--- config.mk ---
export PLATFORM = sky130hd
export DESIGN_NAME = thd_top
export DESIGN_NICKNAME = d
export VERILOG_FILES = /design/src/hw/thd_pkg.sv /design/src/hw/thd_dec24.sv /design/src/hw/thd_dec8.sv /design/src/hw/thd_top.sv
export VERILOG_INCLUDE_DIRS = /design/src /design/src/hw
export SDC_FILE = /design/constraint.sdc
export NUM_CORES = 1
export LEC_CHECK = 0
export BUFFER_PORTS_ARGS = -buffer_cell sky130_fd_sc_hd__buf_4
export CORE_MARGIN = 4
export CORE_UTILIZATION = 50
export DETAILED_ROUTE_END_ITERATION = 8
export HOLD_SLACK_MARGIN = 0.15
export PLACE_DENSITY = 0.82
export SYNTH_ARGS = -nofsm -noshare
export SYNTH_HDL_FRONTEND = slang
export SYNTH_SLANG_ARGS = --single-unit
--- constraint.sdc ---
create_clock -name mclk -period 2.75 [get_ports mclk]
set_input_delay 0.55 -clock mclk [delete_from_list [all_inputs] [get_ports mclk]]
set_output_delay 0.55 -clock mclk [all_outputs]
set_load 0.05 [all_outputs]
--- src/hw/thd_cfg.svh ---
// register offsets, field positions and reset values of the hamming decoder
`ifndef THD_CFG_SVH
`define THD_CFG_SVH

// ----------------------------------------------------------------------------
// register byte offsets
// ----------------------------------------------------------------------------
`define THD_OFF_HIGH    5'h00
`define THD_OFF_MID     5'h04
`define THD_OFF_LOW     5'h08
`define THD_OFF_CTRL    5'h0c
`define THD_OFF_RESULT  5'h10
`define THD_OFF_STATUS  5'h14
`define THD_OFF_MASK    5'h18

// ----------------------------------------------------------------------------
// field positions
// ----------------------------------------------------------------------------
`define THD_CTRL_MODE_BIT 0
`define THD_STA_DONE_BIT  0
`define THD_STA_ERR_BIT   1
`define THD_ERR24_BIT     23
`define THD_ERR8_BIT      4

// ----------------------------------------------------------------------------
// reset values and limits
// ----------------------------------------------------------------------------
`define THD_BYTE_RST      8'h00
`define THD_FLAG_RST      2'h0
`define THD_LAST_POS      5'h17

`endif

--- src/hw/thd_pkg.sv ---
// shared types of the hamming decoder
package thd_pkg;
    // one three-byte code word
    typedef logic [23:0] thd_word_t;
    // check selection
    typedef enum logic {THD_MODE_BYTE = 1'h0, THD_MODE_GROUP = 1'h1} thd_mode_t;
    // bus write/read responses
    typedef enum logic [1:0] {THD_RESP_OKAY = 2'h0, THD_RESP_SLVERR = 2'h2} thd_resp_t;
endpackage : thd_pkg

--- src/hw/thd_dec24.sv ---
// combinational 24/18 syndrome former and single-bit corrector for every bit but b12, whose error flips b8
`timescale 1ns/1ps
`include "thd_cfg.svh"
module thd_dec24 (
    // code word
    input  wire logic [23:0] codeWord,
    // decoded result
    output logic      [22:0] dataOut,
    output logic             invalid,
    output logic      [5:0]  checks,
    output logic      [4:0]  errPos
);
    // parity over a masked set of code bits
    function automatic logic parityOf(input logic [23:0] word, input logic [23:0] mask);
        parityOf = ^(word & mask);
    endfunction : parityOf

    logic [23:0] fixedWord;  // word after optional bit flip

    // ------------------------------------------------------------------------
    // checks and correction
    // ------------------------------------------------------------------------
    always_comb
    begin
        checks[0] = parityOf(codeWord, 24'h555555);
        checks[1] = parityOf(codeWord, 24'h666666);
        checks[2] = parityOf(codeWord, 24'h786878);
        checks[3] = parityOf(codeWord, 24'h007f80);
        checks[4] = parityOf(codeWord, 24'h7f8000);
        checks[5] = ^codeWord;
        // position from complemented first five checks
        errPos    = ~checks[4:0];
        fixedWord = codeWord;
        invalid   = 1'h0;
        if (&checks[4:0])
        begin
            // clean data bits, sixth check ignored
            invalid = 1'h0;
        end
        else if (!checks[5])
        begin
            // single error, position must be 1..23
            if (errPos == 5'h00 || errPos > `THD_LAST_POS)
                invalid = 1'h1;
            else
                fixedWord = codeWord ^ (24'h000001 << (errPos - 5'h01));
        end
        else
        begin
            invalid = 1'h1;
        end
        // layout kept in place, b23 replaced by the flag upstream
        dataOut = fixedWord[22:0];
    end
endmodule : thd_dec24

--- src/hw/thd_dec8.sv ---
// combinational 8/4 checker returning b7 b5 b3 b1
`timescale 1ns/1ps
module thd_dec8 (
    // code byte
    input  wire logic [7:0] codeByte,
    // decoded result
    output logic      [3:0] nibble,
    output logic            invalid,
    output logic      [3:0] syndrome
);
    logic [7:0] b;  // short alias

    // ------------------------------------------------------------------------
    // syndrome and correction
    // ------------------------------------------------------------------------
    always_comb
    begin
        b           = codeByte;
        syndrome[3] = b[7] ^ b[5] ^ b[1] ^ b[0];
        syndrome[2] = b[7] ^ b[3] ^ b[2] ^ b[1];
        syndrome[1] = b[5] ^ b[4] ^ b[3] ^ b[1];
        syndrome[0] = ^b;
        nibble      = {b[7], b[5], b[3], b[1]};
        invalid     = 1'h0;
        // fix one data bit, accept protection errors
        case (syndrome)
            4'h0:    nibble[0] = ~b[1];
            4'h2:    nibble[3] = ~b[7];
            4'h4:    nibble[2] = ~b[5];
            4'h8:    nibble[1] = ~b[3];
            4'h6, 4'ha, 4'hc, 4'he, 4'hf: invalid = 1'h0;
            default: invalid = 1'h1;
        endcase
    end
endmodule : thd_dec8

--- src/hw/thd_top.sv ---
// hamming decoding unit with axi4-lite register port
`timescale 1ns/1ps
`include "thd_cfg.svh"
module thd_top #(
    parameter int ADDR_W = 5  // byte address width
) (
    // clock and reset
    input  wire logic              mclk,
    input  wire logic              rst,
    // write address channel
    input  wire logic [ADDR_W-1:0] awaddr,
    input  wire logic              awvalid,
    output logic                   awready,
    // write data channel
    input  wire logic [31:0]       wdata,
    input  wire logic [3:0]        wstrb,
    input  wire logic              wvalid,
    output logic                   wready,
    // write response channel
    output logic [1:0]             bresp,
    output logic                   bvalid,
    input  wire logic              bready,
    // read address channel
    input  wire logic [ADDR_W-1:0] araddr,
    input  wire logic              arvalid,
    output logic                   arready,
    // read data channel
    output logic [31:0]            rdata,
    output logic [1:0]             rresp,
    output logic                   rvalid,
    input  wire logic              rready,
    // interrupt
    output logic                   irq
);
    // ------------------------------------------------------------------------
    // state
    // ------------------------------------------------------------------------
    logic [ADDR_W-1:0] awAddr_ff;       // captured write address
    logic [31:0]       wData_ff;        // captured write data
    logic [3:0]        wStrb_ff;        // captured byte enables
    logic              awReady_ff;      // no write address held
    logic              wReady_ff;       // no write data held
    logic              bValid_ff;       // write response pending
    logic [1:0]        bResp_ff;        // write response code
    logic              arReady_ff;      // no read address held
    logic              rValid_ff;       // read data pending
    logic [31:0]       rData_ff;        // read data
    logic [1:0]        rResp_ff;        // read response code
    logic [7:0]        highByte_ff;     // hamming_input_high_byte
    logic [7:0]        midByte_ff;      // hamming_input_mid_byte
    logic [7:0]        lowByte_ff;      // hamming_input_low_byte
    logic              checkMode_ff;    // check_mode_select
    logic [23:0]       result_ff;       // decoded result with flag
    logic              lowWrPend_ff;    // last byte just written
    logic [1:0]        irqStatus_ff;    // sticky events
    logic [1:0]        irqMask_ff;      // event enables
    logic              irq_ff;          // interrupt line
    // ------------------------------------------------------------------------
    // combinational
    // ------------------------------------------------------------------------
    thd_pkg::thd_word_t codeWord;       // assembled code word
    logic [22:0]        data24;         // group decoder data
    logic               invalid24;      // group decoder flag
    logic [5:0]         checks24;       // group checks
    logic [4:0]         errPos24;       // group error position
    logic [3:0]         nibble8;        // byte decoder data
    logic               invalid8;       // byte decoder flag
    logic [3:0]         syndrome8;      // byte syndrome
    logic [23:0]        nxt_result;     // next result word
    logic               wrFire;         // write commits this cycle
    logic               wrHit;          // write address is mapped and writable
    logic               rdHit;          // read address is mapped
    logic [31:0]        rdWord;         // read mux output
    logic [1:0]         nxt_status;     // status after set and clear
    logic [1:0]         clearBits;      // write-one-to-clear bits
    // address decode shared by both directions
    function automatic logic isMapped(input logic [ADDR_W-1:0] addr);
        isMapped = (addr == `THD_OFF_HIGH)   || (addr == `THD_OFF_MID)  ||
                   (addr == `THD_OFF_LOW)    || (addr == `THD_OFF_CTRL) ||
                   (addr == `THD_OFF_RESULT) || (addr == `THD_OFF_STATUS) ||
                   (addr == `THD_OFF_MASK);
    endfunction : isMapped
    // byte registers form the word, b0 in the low byte
    assign codeWord = {highByte_ff, midByte_ff, lowByte_ff};
    // ------------------------------------------------------------------------
    // decoders
    // ------------------------------------------------------------------------
    thd_dec24 u_dec24 (
        .codeWord (codeWord),
        .dataOut  (data24),
        .invalid  (invalid24),
        .checks   (checks24),
        .errPos   (errPos24)
    );
    thd_dec8 u_dec8 (
        .codeByte (lowByte_ff),
        .nibble   (nibble8),
        .invalid  (invalid8),
        .syndrome (syndrome8)
    );
    // mode bit picks the check; flag placement
    always_comb
    begin
        nxt_result = 24'h000000;
        if (checkMode_ff == thd_pkg::THD_MODE_GROUP)
        begin
            nxt_result                 = {1'h0, data24};
            nxt_result[`THD_ERR24_BIT] = invalid24;
        end
        else
        begin
            nxt_result[3:0]           = nibble8;
            nxt_result[`THD_ERR8_BIT] = invalid8;
        end
    end
    // result follows the bytes one cycle later, no extra wait
    always_ff @(posedge mclk)
    begin
        if (rst)
            result_ff <= 24'h000000;
        else
            result_ff <= nxt_result;
    end

    // ------------------------------------------------------------------------
    // axi write path
    // ------------------------------------------------------------------------
    assign wrFire = !awReady_ff && !wReady_ff && !bValid_ff;
    assign wrHit  = isMapped(awAddr_ff) && (awAddr_ff != `THD_OFF_RESULT);
    // address and data captured independently, in either order;
    // the ready flops drive the ports directly, so no gate sits after them
    always_ff @(posedge mclk)
    begin
        if (rst)
        begin
            awReady_ff <= 1'h1;
            wReady_ff  <= 1'h1;
            awAddr_ff  <= '0;
            wData_ff   <= 32'h00000000;
            wStrb_ff   <= 4'h0;
        end
        else
        begin
            if (awvalid && awReady_ff)
            begin
                awReady_ff <= 1'h0;
                awAddr_ff  <= awaddr;
            end
            else if (wrFire)
                awReady_ff <= 1'h1;
            if (wvalid && wReady_ff)
            begin
                wReady_ff <= 1'h0;
                wData_ff  <= wdata;
                wStrb_ff  <= wstrb;
            end
            else if (wrFire)
                wReady_ff <= 1'h1;
        end
    end
    // response once both halves were committed; result is read-only
    always_ff @(posedge mclk)
    begin
        if (rst)
        begin
            bValid_ff <= 1'h0;
            bResp_ff  <= thd_pkg::THD_RESP_OKAY;
        end
        else if (wrFire)
        begin
            bValid_ff <= 1'h1;
            bResp_ff  <= wrHit ? thd_pkg::THD_RESP_OKAY : thd_pkg::THD_RESP_SLVERR;
        end
        else if (bready)
            bValid_ff <= 1'h0;
    end
    // byte and control registers, lane 0 only
    always_ff @(posedge mclk)
    begin
        if (rst)
        begin
            highByte_ff  <= `THD_BYTE_RST;
            midByte_ff   <= `THD_BYTE_RST;
            lowByte_ff   <= `THD_BYTE_RST;
            checkMode_ff <= thd_pkg::THD_MODE_BYTE;
            irqMask_ff   <= `THD_FLAG_RST;
        end
        else if (wrFire && wStrb_ff[0])
        begin
            case (awAddr_ff)
                `THD_OFF_HIGH: highByte_ff  <= wData_ff[7:0];
                `THD_OFF_MID:  midByte_ff   <= wData_ff[7:0];
                `THD_OFF_LOW:  lowByte_ff   <= wData_ff[7:0];
                `THD_OFF_CTRL: checkMode_ff <= wData_ff[`THD_CTRL_MODE_BIT];
                `THD_OFF_MASK: irqMask_ff   <= wData_ff[1:0];
                default:       checkMode_ff <= checkMode_ff;
            endcase
        end
    end

    // ------------------------------------------------------------------------
    // events and interrupt
    // ------------------------------------------------------------------------
    // the low byte finishes a code word in either mode
    always_ff @(posedge mclk)
    begin
        if (rst)
            lowWrPend_ff <= 1'h0;
        else
            lowWrPend_ff <= wrFire && wStrb_ff[0] && (awAddr_ff == `THD_OFF_LOW);
    end

    // hardware set wins over a same-cycle software clear
    always_comb
    begin
        clearBits = 2'h0;
        if (wrFire && wStrb_ff[0] && awAddr_ff == `THD_OFF_STATUS)
            clearBits = wData_ff[1:0];
        nxt_status = irqStatus_ff & ~clearBits;
        if (lowWrPend_ff)
        begin
            nxt_status[`THD_STA_DONE_BIT] = 1'h1;
            // only the active check's flag counts: bit 4 is plain data in group mode
            if ((checkMode_ff == thd_pkg::THD_MODE_GROUP) ? invalid24 : invalid8)
                nxt_status[`THD_STA_ERR_BIT] = 1'h1;
        end
    end

    // sticky status and masked level interrupt
    always_ff @(posedge mclk)
    begin
        if (rst)
        begin
            irqStatus_ff <= `THD_FLAG_RST;
            irq_ff       <= 1'h0;
        end
        else
        begin
            irqStatus_ff <= nxt_status;
            irq_ff       <= |(nxt_status & irqMask_ff);
        end
    end

    // ------------------------------------------------------------------------
    // axi read path
    // ------------------------------------------------------------------------
    assign rdHit = isMapped(araddr);

    // read mux; unmapped addresses return zero
    always_comb
    begin
        rdWord = 32'h00000000;
        case (araddr)
            `THD_OFF_HIGH:   rdWord[7:0]  = highByte_ff;
            `THD_OFF_MID:    rdWord[7:0]  = midByte_ff;
            `THD_OFF_LOW:    rdWord[7:0]  = lowByte_ff;
            `THD_OFF_CTRL:   rdWord[0]    = checkMode_ff;
            `THD_OFF_RESULT: rdWord[23:0] = result_ff;
            `THD_OFF_STATUS: rdWord[1:0]  = irqStatus_ff;
            `THD_OFF_MASK:   rdWord[1:0]  = irqMask_ff;
            default:         rdWord       = 32'h00000000;
        endcase
    end

    // one read at a time; arready drops while data waits
    always_ff @(posedge mclk)
    begin
        if (rst)
        begin
            arReady_ff <= 1'h1;
            rValid_ff  <= 1'h0;
            rData_ff   <= 32'h00000000;
            rResp_ff   <= thd_pkg::THD_RESP_OKAY;
        end
        else if (arvalid && arReady_ff)
        begin
            arReady_ff <= 1'h0;
            rValid_ff  <= 1'h1;
            rData_ff   <= rdWord;
            rResp_ff   <= rdHit ? thd_pkg::THD_RESP_OKAY : thd_pkg::THD_RESP_SLVERR;
        end
        else if (rValid_ff && rready)
        begin
            rValid_ff  <= 1'h0;
            arReady_ff <= 1'h1;
        end
    end

    // ------------------------------------------------------------------------
    // outputs
    // ------------------------------------------------------------------------
    assign awready = awReady_ff;
    assign wready  = wReady_ff;
    assign bvalid  = bValid_ff;
    assign bresp   = bResp_ff;
    assign arready = arReady_ff;
    assign rvalid  = rValid_ff;
    assign rdata   = rData_ff;
    assign rresp   = rResp_ff;
    assign irq     = irq_ff;

    logic groupMode;   // group check active and stable
    logic byteMode;    // byte check active and stable
    assign groupMode = (checkMode_ff == thd_pkg::THD_MODE_GROUP) && !wrFire;
    assign byteMode  = (checkMode_ff == thd_pkg::THD_MODE_BYTE) && !wrFire;
endmodule : thd_top

==> results of run 1 <==
## per-stage QoR
step | hold WS (ns) | TNS (ns)
after floorplan | 0.432 | 0
after global placement | 0.439 | 0
after detailed placement | 0.441 | -0.0192
after CTS | 0.387 | 0
after global routing | 0.423 | -0.0231
final | 0.392 | 0
## power breakdown
part,total [uW],internal [uW],switching [uW]
Combinational,210,65.5,145
Sequential,1500,1470,26.2
Clock,981,366,615
Total,2690,1900,787
## metal layers
metal / part of all wire, % / vias to the layer above
met5: 0 / -
met4: 3.0 / 0
met3: 7.1 / 38
met2: 47 / 177
met1: 43 / 2110
li1: - / 2224
## worst max path at each step
stage	startpoint	slack (ns)	endpoint
2_1_floorplan	lowByte_ff[5]	0.10	result_ff[10]
3_3_place_gp	midByte_ff[0]	0.002	result_ff[4]
3_5_place_dp	midByte_ff[0]	-0.01	result_ff[0]
4_1_cts	midByte_ff[0]	0.04	result_ff[8]
5_1_grt	midByte_ff[3]	-0.02	result_ff[19]
6_report	lowByte_ff[5]	0.09	result_ff[1]
## layout make-up
cell class | count | area share, %
clock buffers | 9 | 2.00
clock inverters | 7 | 1.45
inverters | 5 | 0.302
multi-input cells | 439 | 47.1
flip-flops and latches | 100 | 32.3
well taps | 133 | 2.68
repair buffers | 117 | 14.2
## sequential cells by signal, summed over array words and instances, names as in the netlist, 2 cells and up
signal / flops
midByte_ff: 8
lowByte_ff: 8
awAddr_ff: 5
highByte_ff: 8
wData_ff: 8
irqStatus_ff: 2
irqMask_ff: 2
rdata: 24
result_ff: 24
## cells in the mapped netlist, types with 8 or more instances
| library cell | count |
|---|---|
| a2111o_1 | 8 |
| a21oi_1 | 60 |
| a22oi_1 | 16 |
| buf_2 | 10 |
| buf_4 | 11 |
| clkbuf_1 | 31 |
| dfxtp_1 | 100 |
| mux2i_1 | 35 |
| nand2_1 | 52 |
| nand3_1 | 42 |
| nor2_1 | 66 |
| nor4_1 | 10 |
| o21ai_0 | 13 |
| xnor2_1 | 32 |
## repair_timing
| item | 4_1_cts | 5_1_grt |
|---|---|---|
| gates cloned | 0 | 0 |
| gates resized for setup | 1 | 9 |
| endpoints found under the setup margin | 4 | 18 |
| pin swaps | 0 | 2 |
| setup buffers | 0 | 0 |
| endpoints found under the hold margin | 0 | 0 |
## cells by family after synthesis
kind of cell | count (synthesis) | synth area share, %
other | 1 | 0.0727
DFF | 100 | 38.8
muxes | 37 | 7.23
buffers and inverters | 65 | 5.97
xor gates and xnor gates | 52 | 12.1
and+or+nand+nor | 222 | 21.5
AOI/OAI and AO/OA | 118 | 14.4
==> impl_metrics.py, run 1 <==
metrics = {
    "outcome": {
        "outcome": "finished, final reports clean",
    },
    "setup_path": {
        "crit_fanout": 8,
        "crit_family": "XOR/XNOR gates",
        "path_cells": "xor2_4 > xnor3_1 > buf_4 > xnor2_1 > nand3b_1 > or4_1 > a21o_1 > nand3_1",
        "regToRegSetupSlack_ns": 0.09,
        "cpPeakStageDelay_ns": 0.47,
        "cp.arrival_ns": 2.98,
        "r2r_cells": 8,
        "cp.buffers_inverters": 1,
        "crit_required_ns": 3.08,
        "r2r-end": "result_ff[1]",
        "rr_startpoint": "lowByte_ff[5]",
        "cp-end-kind": "flop",
        "cp.depth": 8,
        "start_kind": "flop",
        "slowest_stage": "or4_1",
        "crit_type": "flop to flop",
    },
    "power_and_ir_drop": {
        "powerDensity_nw_per_um2": 433,
        "finalPower_uw": 2690,
        "total_leakage_power_uw": 0.00232,
        "max-vdd-ir-drop_v": 0.000283,
    },
    "timing": {
        "fmax_mhz": 376,
        "drv_slew": 0,
        "skew_ns": 0.0216,
        "fin_crit_ns": 2.66,
        "tightest_slew_ns": 0.741,
        "finalCritPeriodShare_pct": 96.7,
        "layout_setup_ws_ns": 0.0909,
        "hold_violations": 0,
        "setup_viol_count_final": 0,
        "slew_headroom_pct": 50.1,
    },
    "global_routing": {
        "grt-busiest-layer": "met2",
        "antenna_found_initial": 0,
        "use_met2_pct": 36.2,
        "grt_usage_pct": 21.9,
        "grt_pass1_wl_um": 20600,
        "use_met3_pct": 2.88,
        "grt_overflow": 0,
        "use_met1_pct": 29.3,
        "grt_pass1_vias": 4117,
        "grt_max_degree": 49,
    },
    "place": {
        "port_buffers": 57,
        "place_ws_ns": -0.0113,
        "post-place-cells": 794,
        "dp_hpwl_um": 9480,
        "place_area_sq_um": 5960,
        "gp_congestion": 0.932,
    },
    "clock_network": {
        "clkTransAtPathRegs_ns": 0.12,
        "cts_tree": "done",
        "clock_path_buffers": 2,
        "cts_buffers": 9,
        "clock_sinks": 100,
        "cts_root_buf": "clkbuf_8",
        "hold_buffers": 0,
        "clkLatencyLatePin_ns": 0.39,
        "cts_htree_levels": 3,
    },
    "cells_and_area": {
        "drive_gt1_share_pct": 23.2,
        "final_nets": 725,
        "mostFrequentLayoutCells": "buf_4 (117), dfxtp_1 (97), nor2_1 (66)",
        "final_cells": 810,
        "final_common_cell": "buf_4",
        "regArea_sq_um": 2010,
        "final_area_sq_um": 6210,
        "multi_input_area_sq_um": 2920,
        "fillers": 835,
        "areaGrowthSynthToFinish_pct": 20.3,
        "final_util_pct": 62.6,
        "antennaDiodeCount": 0,
    },
    "floorplan": {
        "core-area_sq_um": 9910,
        "start_util_pct": 52.1,
        "fp.dieH_um": 110,
        "die-area_sq_um": 12000,
        "rows": 36,
        "io-pin-count": 95,
        "die_w_um": 110,
    },
    "synth": {
        "yosys_warnings": 0,
        "synth-seq-cells": 100,
        "synth_edf_count": 0,
        "synth_cells": 595,
        "synth.top_cell.area_share_pct": 38.8,
        "synth.avg_cell_area_sq_um": 8.67,
        "yosysSeqAreaShare_pct": 38.8,
        "synth_area_leaders": "dfxtp_1 (39%), mux2i_1 (6.8%), a21oi_1 (5.8%), xnor2_1 (5.4%), nor2_1 (4.8%)",
        "async_flop_share_pct": 0,
        "synth.distinct_cells": 59,
        "synth_top_area_cell": "dfxtp_1",
        "synth_area_sq_um": 5160,
        "ys.flop_type": "dfxtp_1",
    },
    "min_path": {
        "hp-class": "input pin to flop",
        "worstHoldEndpoint": "awready",
        "hold_start": "awvalid",
        "hold_depth": 2,
    },
    "route": {
        "drtPass1Iterations": 6,
        "drcViolationCount": 0,
        "drtIter0Drc": 337,
        "vias_per_cell": 5.62,
        "routed_wl_um": 13000,
        "avgRoutedWirePerCell_um": 16.0,
        "via_count": 4549,
        "antenna_left": 0,
    },
    "flow_run": {
        "drv_cap": 0,
    },
}
(Power assumes the default switching activity.)
==> run 2: changes to the inputs <==
--- a/config.mk
+++ b/config.mk
@@ -6,12 +6,12 @@
 export SDC_FILE = /design/constraint.sdc
 export NUM_CORES = 1
 export LEC_CHECK = 0
-export BUFFER_PORTS_ARGS = -buffer_cell sky130_fd_sc_hd__buf_4
 export CORE_MARGIN = 4
-export CORE_UTILIZATION = 50
+export CORE_UTILIZATION = 57
 export DETAILED_ROUTE_END_ITERATION = 8
+export DONT_BUFFER_PORTS = 1
 export HOLD_SLACK_MARGIN = 0.15
-export PLACE_DENSITY = 0.82
+export PLACE_DENSITY = 0.81
 export SYNTH_ARGS = -nofsm -noshare
 export SYNTH_HDL_FRONTEND = slang
 export SYNTH_SLANG_ARGS = --single-unit
==> run 2 against run 1 <==
Against the previous run:
- sequential cell count unchanged
- critical path depth up 1
- die area down 11%
- clock power up 4%
==> impl_metrics.py, run 2 (same netlist as run 1, synthesis figures left out) <==
metrics = {
    "power_and_ir_drop": {
        "powerDensity_nw_per_um2": 463,
        "max-vdd-ir-drop_v": 0.000291,
        "total_leakage_power_uw": 0.00205,
        "finalPower_uw": 2670,
    },
    "clock_network": {
        "cts_htree_levels": 3,
        "cts_root_buf": "clkbuf_8",
        "cts_buffers": 9,
        "clkTransAtPathRegs_ns": 0.11,
        "cts_tree": "done",
        "clock_sinks": 100,
        "clock_path_buffers": 2,
        "clkLatencyLatePin_ns": 0.38,
    },
    "route": {
        "drtIter0Drc": 246,
        "via_count": 4279,
        "vias_per_cell": 5.88,
        "drtPass1Iterations": 6,
        "routed_wl_um": 12600,
        "avgRoutedWirePerCell_um": 17.3,
        "antenna_left": 0,
        "drcViolationCount": 0,
    },
    "global_routing": {
        "grt_overflow": 0,
        "grt_pass1_vias": 4012,
        "grt_max_degree": 86,
        "antenna_found_initial": 0,
        "grt_usage_pct": 24.2,
        "grt_pass1_wl_um": 19900,
    },
    "setup_path": {
        "crit_fanout": 7,
        "path_cells": "xnor2_1 > xnor3_2 > or3b_4 > a21oi_4 > mux2i_1 > buf_4 > buf_4 > and4b_1 > nor3_1",
        "crit_family": "simple AND/OR/NAND/NOR gates",
        "start_kind": "flop",
        "cp.arrival_ns": 2.92,
        "crit_type": "flop to flop",
        "cp.buffers_inverters": 2,
        "cpMostUsedCell": "buf_4",
        "cpPeakStageDelay_ns": 0.44,
        "crit_required_ns": 3.04,
        "cp-end-kind": "flop",
        "slowest_stage": "xnor3_2",
    },
    "place": {
        "post-place-cells": 712,
        "gp_congestion": 0.939,
        "port_buffers": 0,
        "dp_hpwl_um": 9280,
        "place_area_sq_um": 5500,
    },
    "floorplan": {
        "die-area_sq_um": 10600,
        "io-pin-count": 95,
        "fp.dieH_um": 103,
        "core-area_sq_um": 8760,
        "die_w_um": 103,
        "rows": 34,
        "start_util_pct": 58.9,
    },
    "timing": {
        "fin_crit_ns": 2.63,
        "tightest_slew_ns": 0.708,
        "slew_headroom_pct": 52.3,
        "hold_violations": 0,
        "fmax_mhz": 380,
        "rsz0062_at_grt": "no",
        "setup-tns-final_ns": 0,
        "skew_ns": 0.0209,
        "setup_viol_count_final": 0,
        "finalCritPeriodShare_pct": 95.6,
        "drv_slew": 0,
    },
    "cells_and_area": {
        "final_nets": 668,
        "regArea_sq_um": 2010,
        "final_common_cell": "dfxtp_1",
        "final_util_pct": 65.7,
        "final_area_sq_um": 5760,
        "antennaDiodeCount": 0,
        "fillers": 706,
        "drive_gt1_share_pct": 16.9,
        "areaGrowthSynthToFinish_pct": 11.7,
        "mostFrequentLayoutCells": "dfxtp_1 (95), nor2_1 (66), a21oi_1 (60), buf_4 (60), nand2_1 (52)",
        "final_cells": 728,
        "multi_input_area_sq_um": 2930,
    },
    "outcome": {
        "outcome": "finished, final reports clean",
    },
    "min_path": {
        "hp-class": "input pin to flop",
    },
    "flow_run": {
        "drv_cap": 0,
    },
}
## run 2: cell types whose count changed in the layout (fill, tap and decap cells not counted), sizes merged
cell,previous run,this run
inv,7,8
bufinv,0,1
clkinv,4,2
buf,117,60
## run 2: through the flow
step	setup slack, ns	hold slack, ns
floorplan	0.102	0.432
global placement	0.0780	0.435
detailed placement	0.0431	0.433
CTS	0.0102	0.223
global route	0.00654	0.199
finish	0.121	0.230
## run 2: area by class of cell
cell class	instances	area share (%)
Multi-Input combinational cell	439	50.8
Tap cell	108	2.35
Sequential cell	100	34.9
Clock inverter	7	1.63
Inverter	5	0.326
Clock buffer	9	2.15
Timing Repair Buffer	60	7.82
## run 2: power by group
group          internal [uW]  total, uW  switching (uW)
sequential              1470       1510            38.6
clock                    446       1020             578
combinational           37.1        135            97.7
total                   1950       2670             714
## run 2: timing repair
action                     CTS  global route
gates resized for setup      0            15
buffers inserted             0             0
hold buffers                 0             0
setup endpoints to repair    0            22
## run 2: final timing paths
kind,startpoint,to,slack (ns),cells past startpoint
max,midByte_ff[5],result_ff[0],0.12,9
min,rst,rdata[1],0.23,1
max reg2reg,midByte_ff[5],result_ff[0],0.12,9
min reg2reg,result_ff[22],rdata[22],0.44,2
## run 2: worst register-to-register path, delay by kind of cell (launching register included)
| kind | cells | cell delay, ns |
|---|---|---|
| XOR/XNOR | 2 | 0.67 |
| buffers and inverters | 2 | 0.34 |
| AND/OR/NAND/NOR | 3 | 0.80 |
| flip-flops | 1 | 0.37 |
| multiplexers | 1 | 0.12 |
| AO/OA/AOI/OAI | 1 | 0.26 |
## run 2: metal layers
layer  vias up  share of wire (%)  track usage, %
met5         -                  0               0
met4         0                2.6            8.67
met1      1994                 43            31.9
li1       2110                  -               -
met2       147                 48            39.2
met3        28                6.3            5.35
==> run 3: changes to the inputs <==
--- a/config.mk
+++ b/config.mk
@@ -6,12 +6,13 @@
 export SDC_FILE = /design/constraint.sdc
 export NUM_CORES = 1
 export LEC_CHECK = 0
+export ABC_AREA = 1
 export CORE_MARGIN = 4
-export CORE_UTILIZATION = 57
+export CORE_UTILIZATION = 58
 export DETAILED_ROUTE_END_ITERATION = 8
 export DONT_BUFFER_PORTS = 1
 export HOLD_SLACK_MARGIN = 0.15
-export PLACE_DENSITY = 0.81
+export PLACE_DENSITY = 0.82
 export SYNTH_ARGS = -nofsm -noshare
 export SYNTH_HDL_FRONTEND = slang
 export SYNTH_SLANG_ARGS = --single-unit
==> run 3 against run 2 <==
Against the previous run:
- routed wire length up 9.0%
- utilization down 2.7 points
- register-to-register slack better by 0.17 ns
- fmax up 6.9%
- critical endpoint is now result_ff[14]
- largest cell class unchanged
- non-clock buffer count down 43
- count of clock-buffer cells in the layout up 1
- die area up 7.1%
==> impl_metrics.py, run 3 <==
metrics = {
    "outcome": {
        "outcome": "finished, final reports clean",
    },
    "cells_and_area": {
        "final_common_cell": "nand2_1",
        "mostFrequentLayoutCells": "nand2_1 (300), dfxtp_1 (95), a21oi_1 (70)",
        "drive_gt1_share_pct": 10.8,
        "final_nets": 922,
        "final_util_pct": 63.1,
        "areaGrowthSynthToFinish_pct": 4.53,
        "fillers": 873,
        "antennaDiodeCount": 0,
    },
    "setup_path": {
        "start_kind": "flop",
        "rr_startpoint": "midByte_ff[3]",
        "crit_end": "result_ff[14]",
        "crit_required_ns": 3.01,
        "r2r_cells": 15,
        "crit_type": "flop to flop",
        "crit_start": "midByte_ff[3]",
        "regToRegSetupSlack_ns": 0.29,
        "cp-end-kind": "flop",
        "cp.arrival_ns": 2.72,
        "r2r-end": "result_ff[14]",
        "crit_fanout": 16,
    },
    "global_routing": {
        "grt_usage_pct": 24.6,
        "grt_max_degree": 44,
        "grt_pass1_wl_um": 22800,
        "grt_pass1_vias": 4901,
        "grt_overflow": 0,
        "antenna_found_initial": 0,
    },
    "route": {
        "routed_wl_um": 13700,
        "antenna_left": 0,
        "vias_per_cell": 5.42,
        "drtPass1Iterations": 5,
        "drtIter0Drc": 417,
        "drcViolationCount": 0,
        "avgRoutedWirePerCell_um": 13.7,
        "via_count": 5432,
    },
    "timing": {
        "skew_ns": 0.0105,
        "drv_slew": 0,
        "fin_crit_ns": 2.46,
        "fmax_mhz": 407,
        "finalCritPeriodShare_pct": 89.4,
        "rsz0062_at_grt": "no",
        "setup-tns-final_ns": 0,
        "slew_headroom_pct": 51.1,
        "setup_viol_count_final": 0,
        "tightest_slew_ns": 0.733,
        "hold_violations": 0,
    },
    "synth": {
        "synth-xor-area-share_pct": 2.79,
        "synth_cells": 880,
        "synth_edf_count": 0,
        "ys.flop_type": "dfxtp_1",
        "async_flop_share_pct": 0,
        "synth_area_sq_um": 5660,
        "synthAdderAreaFrac_pct": 0,
        "synth.distinct_cells": 34,
        "synth_top_area_cell": "dfxtp_1",
        "synth_compound_area_share_pct": 14.4,
        "synth-seq-cells": 100,
        "synth.avg_cell_area_sq_um": 6.43,
        "yosysMostFrequentCell": "nand2_1",
        "synth-simple-area-share_pct": 36.8,
        "synth_top_family_by_area": "simple AND/OR/NAND/NOR gates",
        "synth_area_leaders": "dfxtp_1 (35%), nand2_1 (20%), a21oi_1 (6.2%), o21ai_0 (5.0%), nand3_1 (4.7%)",
        "synthTopCellsByCount": "nand2_1 (300), dfxtp_1 (100), a21oi_1 (70), nor2_1 (69), inv_1 (61)",
        "synth.top_cell.area_share_pct": 35.4,
        "yosys_warnings": 0,
        "muxShareOfSynthArea_pct": 0,
        "yosysSeqAreaShare_pct": 35.4,
    },
    "place": {
        "dp_hpwl_um": 10300,
        "port_buffers": 0,
        "gp_congestion": 0.995,
    },
    "clock_network": {
        "cts_root_buf": "clkbuf_8",
        "cts_htree_levels": 3,
        "clkLatencyLatePin_ns": 0.37,
        "clkTransAtPathRegs_ns": 0.10,
        "clock_path_buffers": 2,
        "cts_buffers": 9,
        "post-cts-setup-buffers": 0,
        "cts_tree": "done",
        "clock_sinks": 100,
    },
    "floorplan": {
        "die-area_sq_um": 11400,
        "die_w_um": 107,
        "io-pin-count": 95,
        "start_util_pct": 60.4,
        "rows": 35,
        "core-area_sq_um": 9370,
        "fp.dieH_um": 107,
    },
    "flow_run": {
        "drv_cap": 0,
    },
    "power_and_ir_drop": {
        "powerDensity_nw_per_um2": 491,
        "max-vdd-ir-drop_v": 0.000365,
        "total_leakage_power_uw": 0.00252,
    },
    "min_path": {
        "hp-class": "input pin to flop",
    },
}
## run 3: routing by layer
metal	track usage (%)	wire, um	vias up
met5	0	0	-
met2	39.2	6090	203
met3	5.00	1070	37
li1	-	-	2782
met4	9.04	364	0
met1	33.0	6200	2410
## run 3: how the worst min path moves through the flow
| stage | from | to | cells past startpoint |
|---|---|---|---|
| after floorplan | result_ff[10] | rdata[10] | 2 |
| after global placement | result_ff[9] | rdata[9] | 2 |
| after detailed placement | result_ff[17] | rdata[17] | 2 |
| after CTS | rst | rdata[2] | 1 |
| after global routing | rst | rdata[5] | 1 |
| final | rst | rdata[2] | 1 |
## run 3: kinds of logic after synthesis
| logic type | count (synthesis) |
|---|---|
| other | 1 |
| XOR/XNOR | 18 |
| AND/OR/NAND/NOR | 485 |
| flip-flops | 100 |
| buffers and inverters | 126 |
| AO/OA/AOI/OAI | 150 |
## run 3: through the flow
stage	instances	hold WS, ns	total power [uW]	instance area (sq um)	worst slack, ns
floorplan	889	0.424	1850	5690	0.729
global placement	987	0.428	1870	5680	0.317
detailed placement	987	0.432	1880	5680	0.278
CTS	1003	0.229	2910	5900	0.259
global route	1003	0.221	3010	5910	0.0465
finish	1003	0.238	2900	5910	0.291
## run 3: final cells by class
class	count	area, sq um	share of cell area (%)
Clock buffer	10	128	2.16
Clock inverter	6	96.3	1.63
Inverter	78	295	4.99
Multi-Input combinational cell	663	3100	52.4
Sequential cell	100	2010	34.0
Tap cell	129	161	2.73
Timing Repair Buffer	17	128	2.16
## run 3: timing repair
action                                  in CTS  in global routing
hold buffers                                 0                  0
hold endpoints to repair                     0                  0
gates resized for setup                      0                  6
endpoints found under the setup margin       0                  4
## run 3: worst max-delay path: stages, from the launching register on
cell and delay, ns:
dfxtp_1 0.59, inv_1 0.17, nand2_1 0.10, nand2_1 0.06
nand2_1 0.06, nand2_1 0.07, nand2_1 0.09, nand3_1 0.09
nand2_2 0.14, nor2_1 0.09, nand3_2 0.12, nand2_2 0.07
nor2_4 0.32, nand3_1 0.14, xor2_1 0.16, nor2_1 0.05
## run 3: power breakdown
part	leakage, uW	total (uW)	switching, uW	internal (uW)
combinational	0.00159	244	180	63.6
clock	0.000109	1050	530	524
sequential	0.000816	1600	112	1490
total	0.00252	2900	823	2080
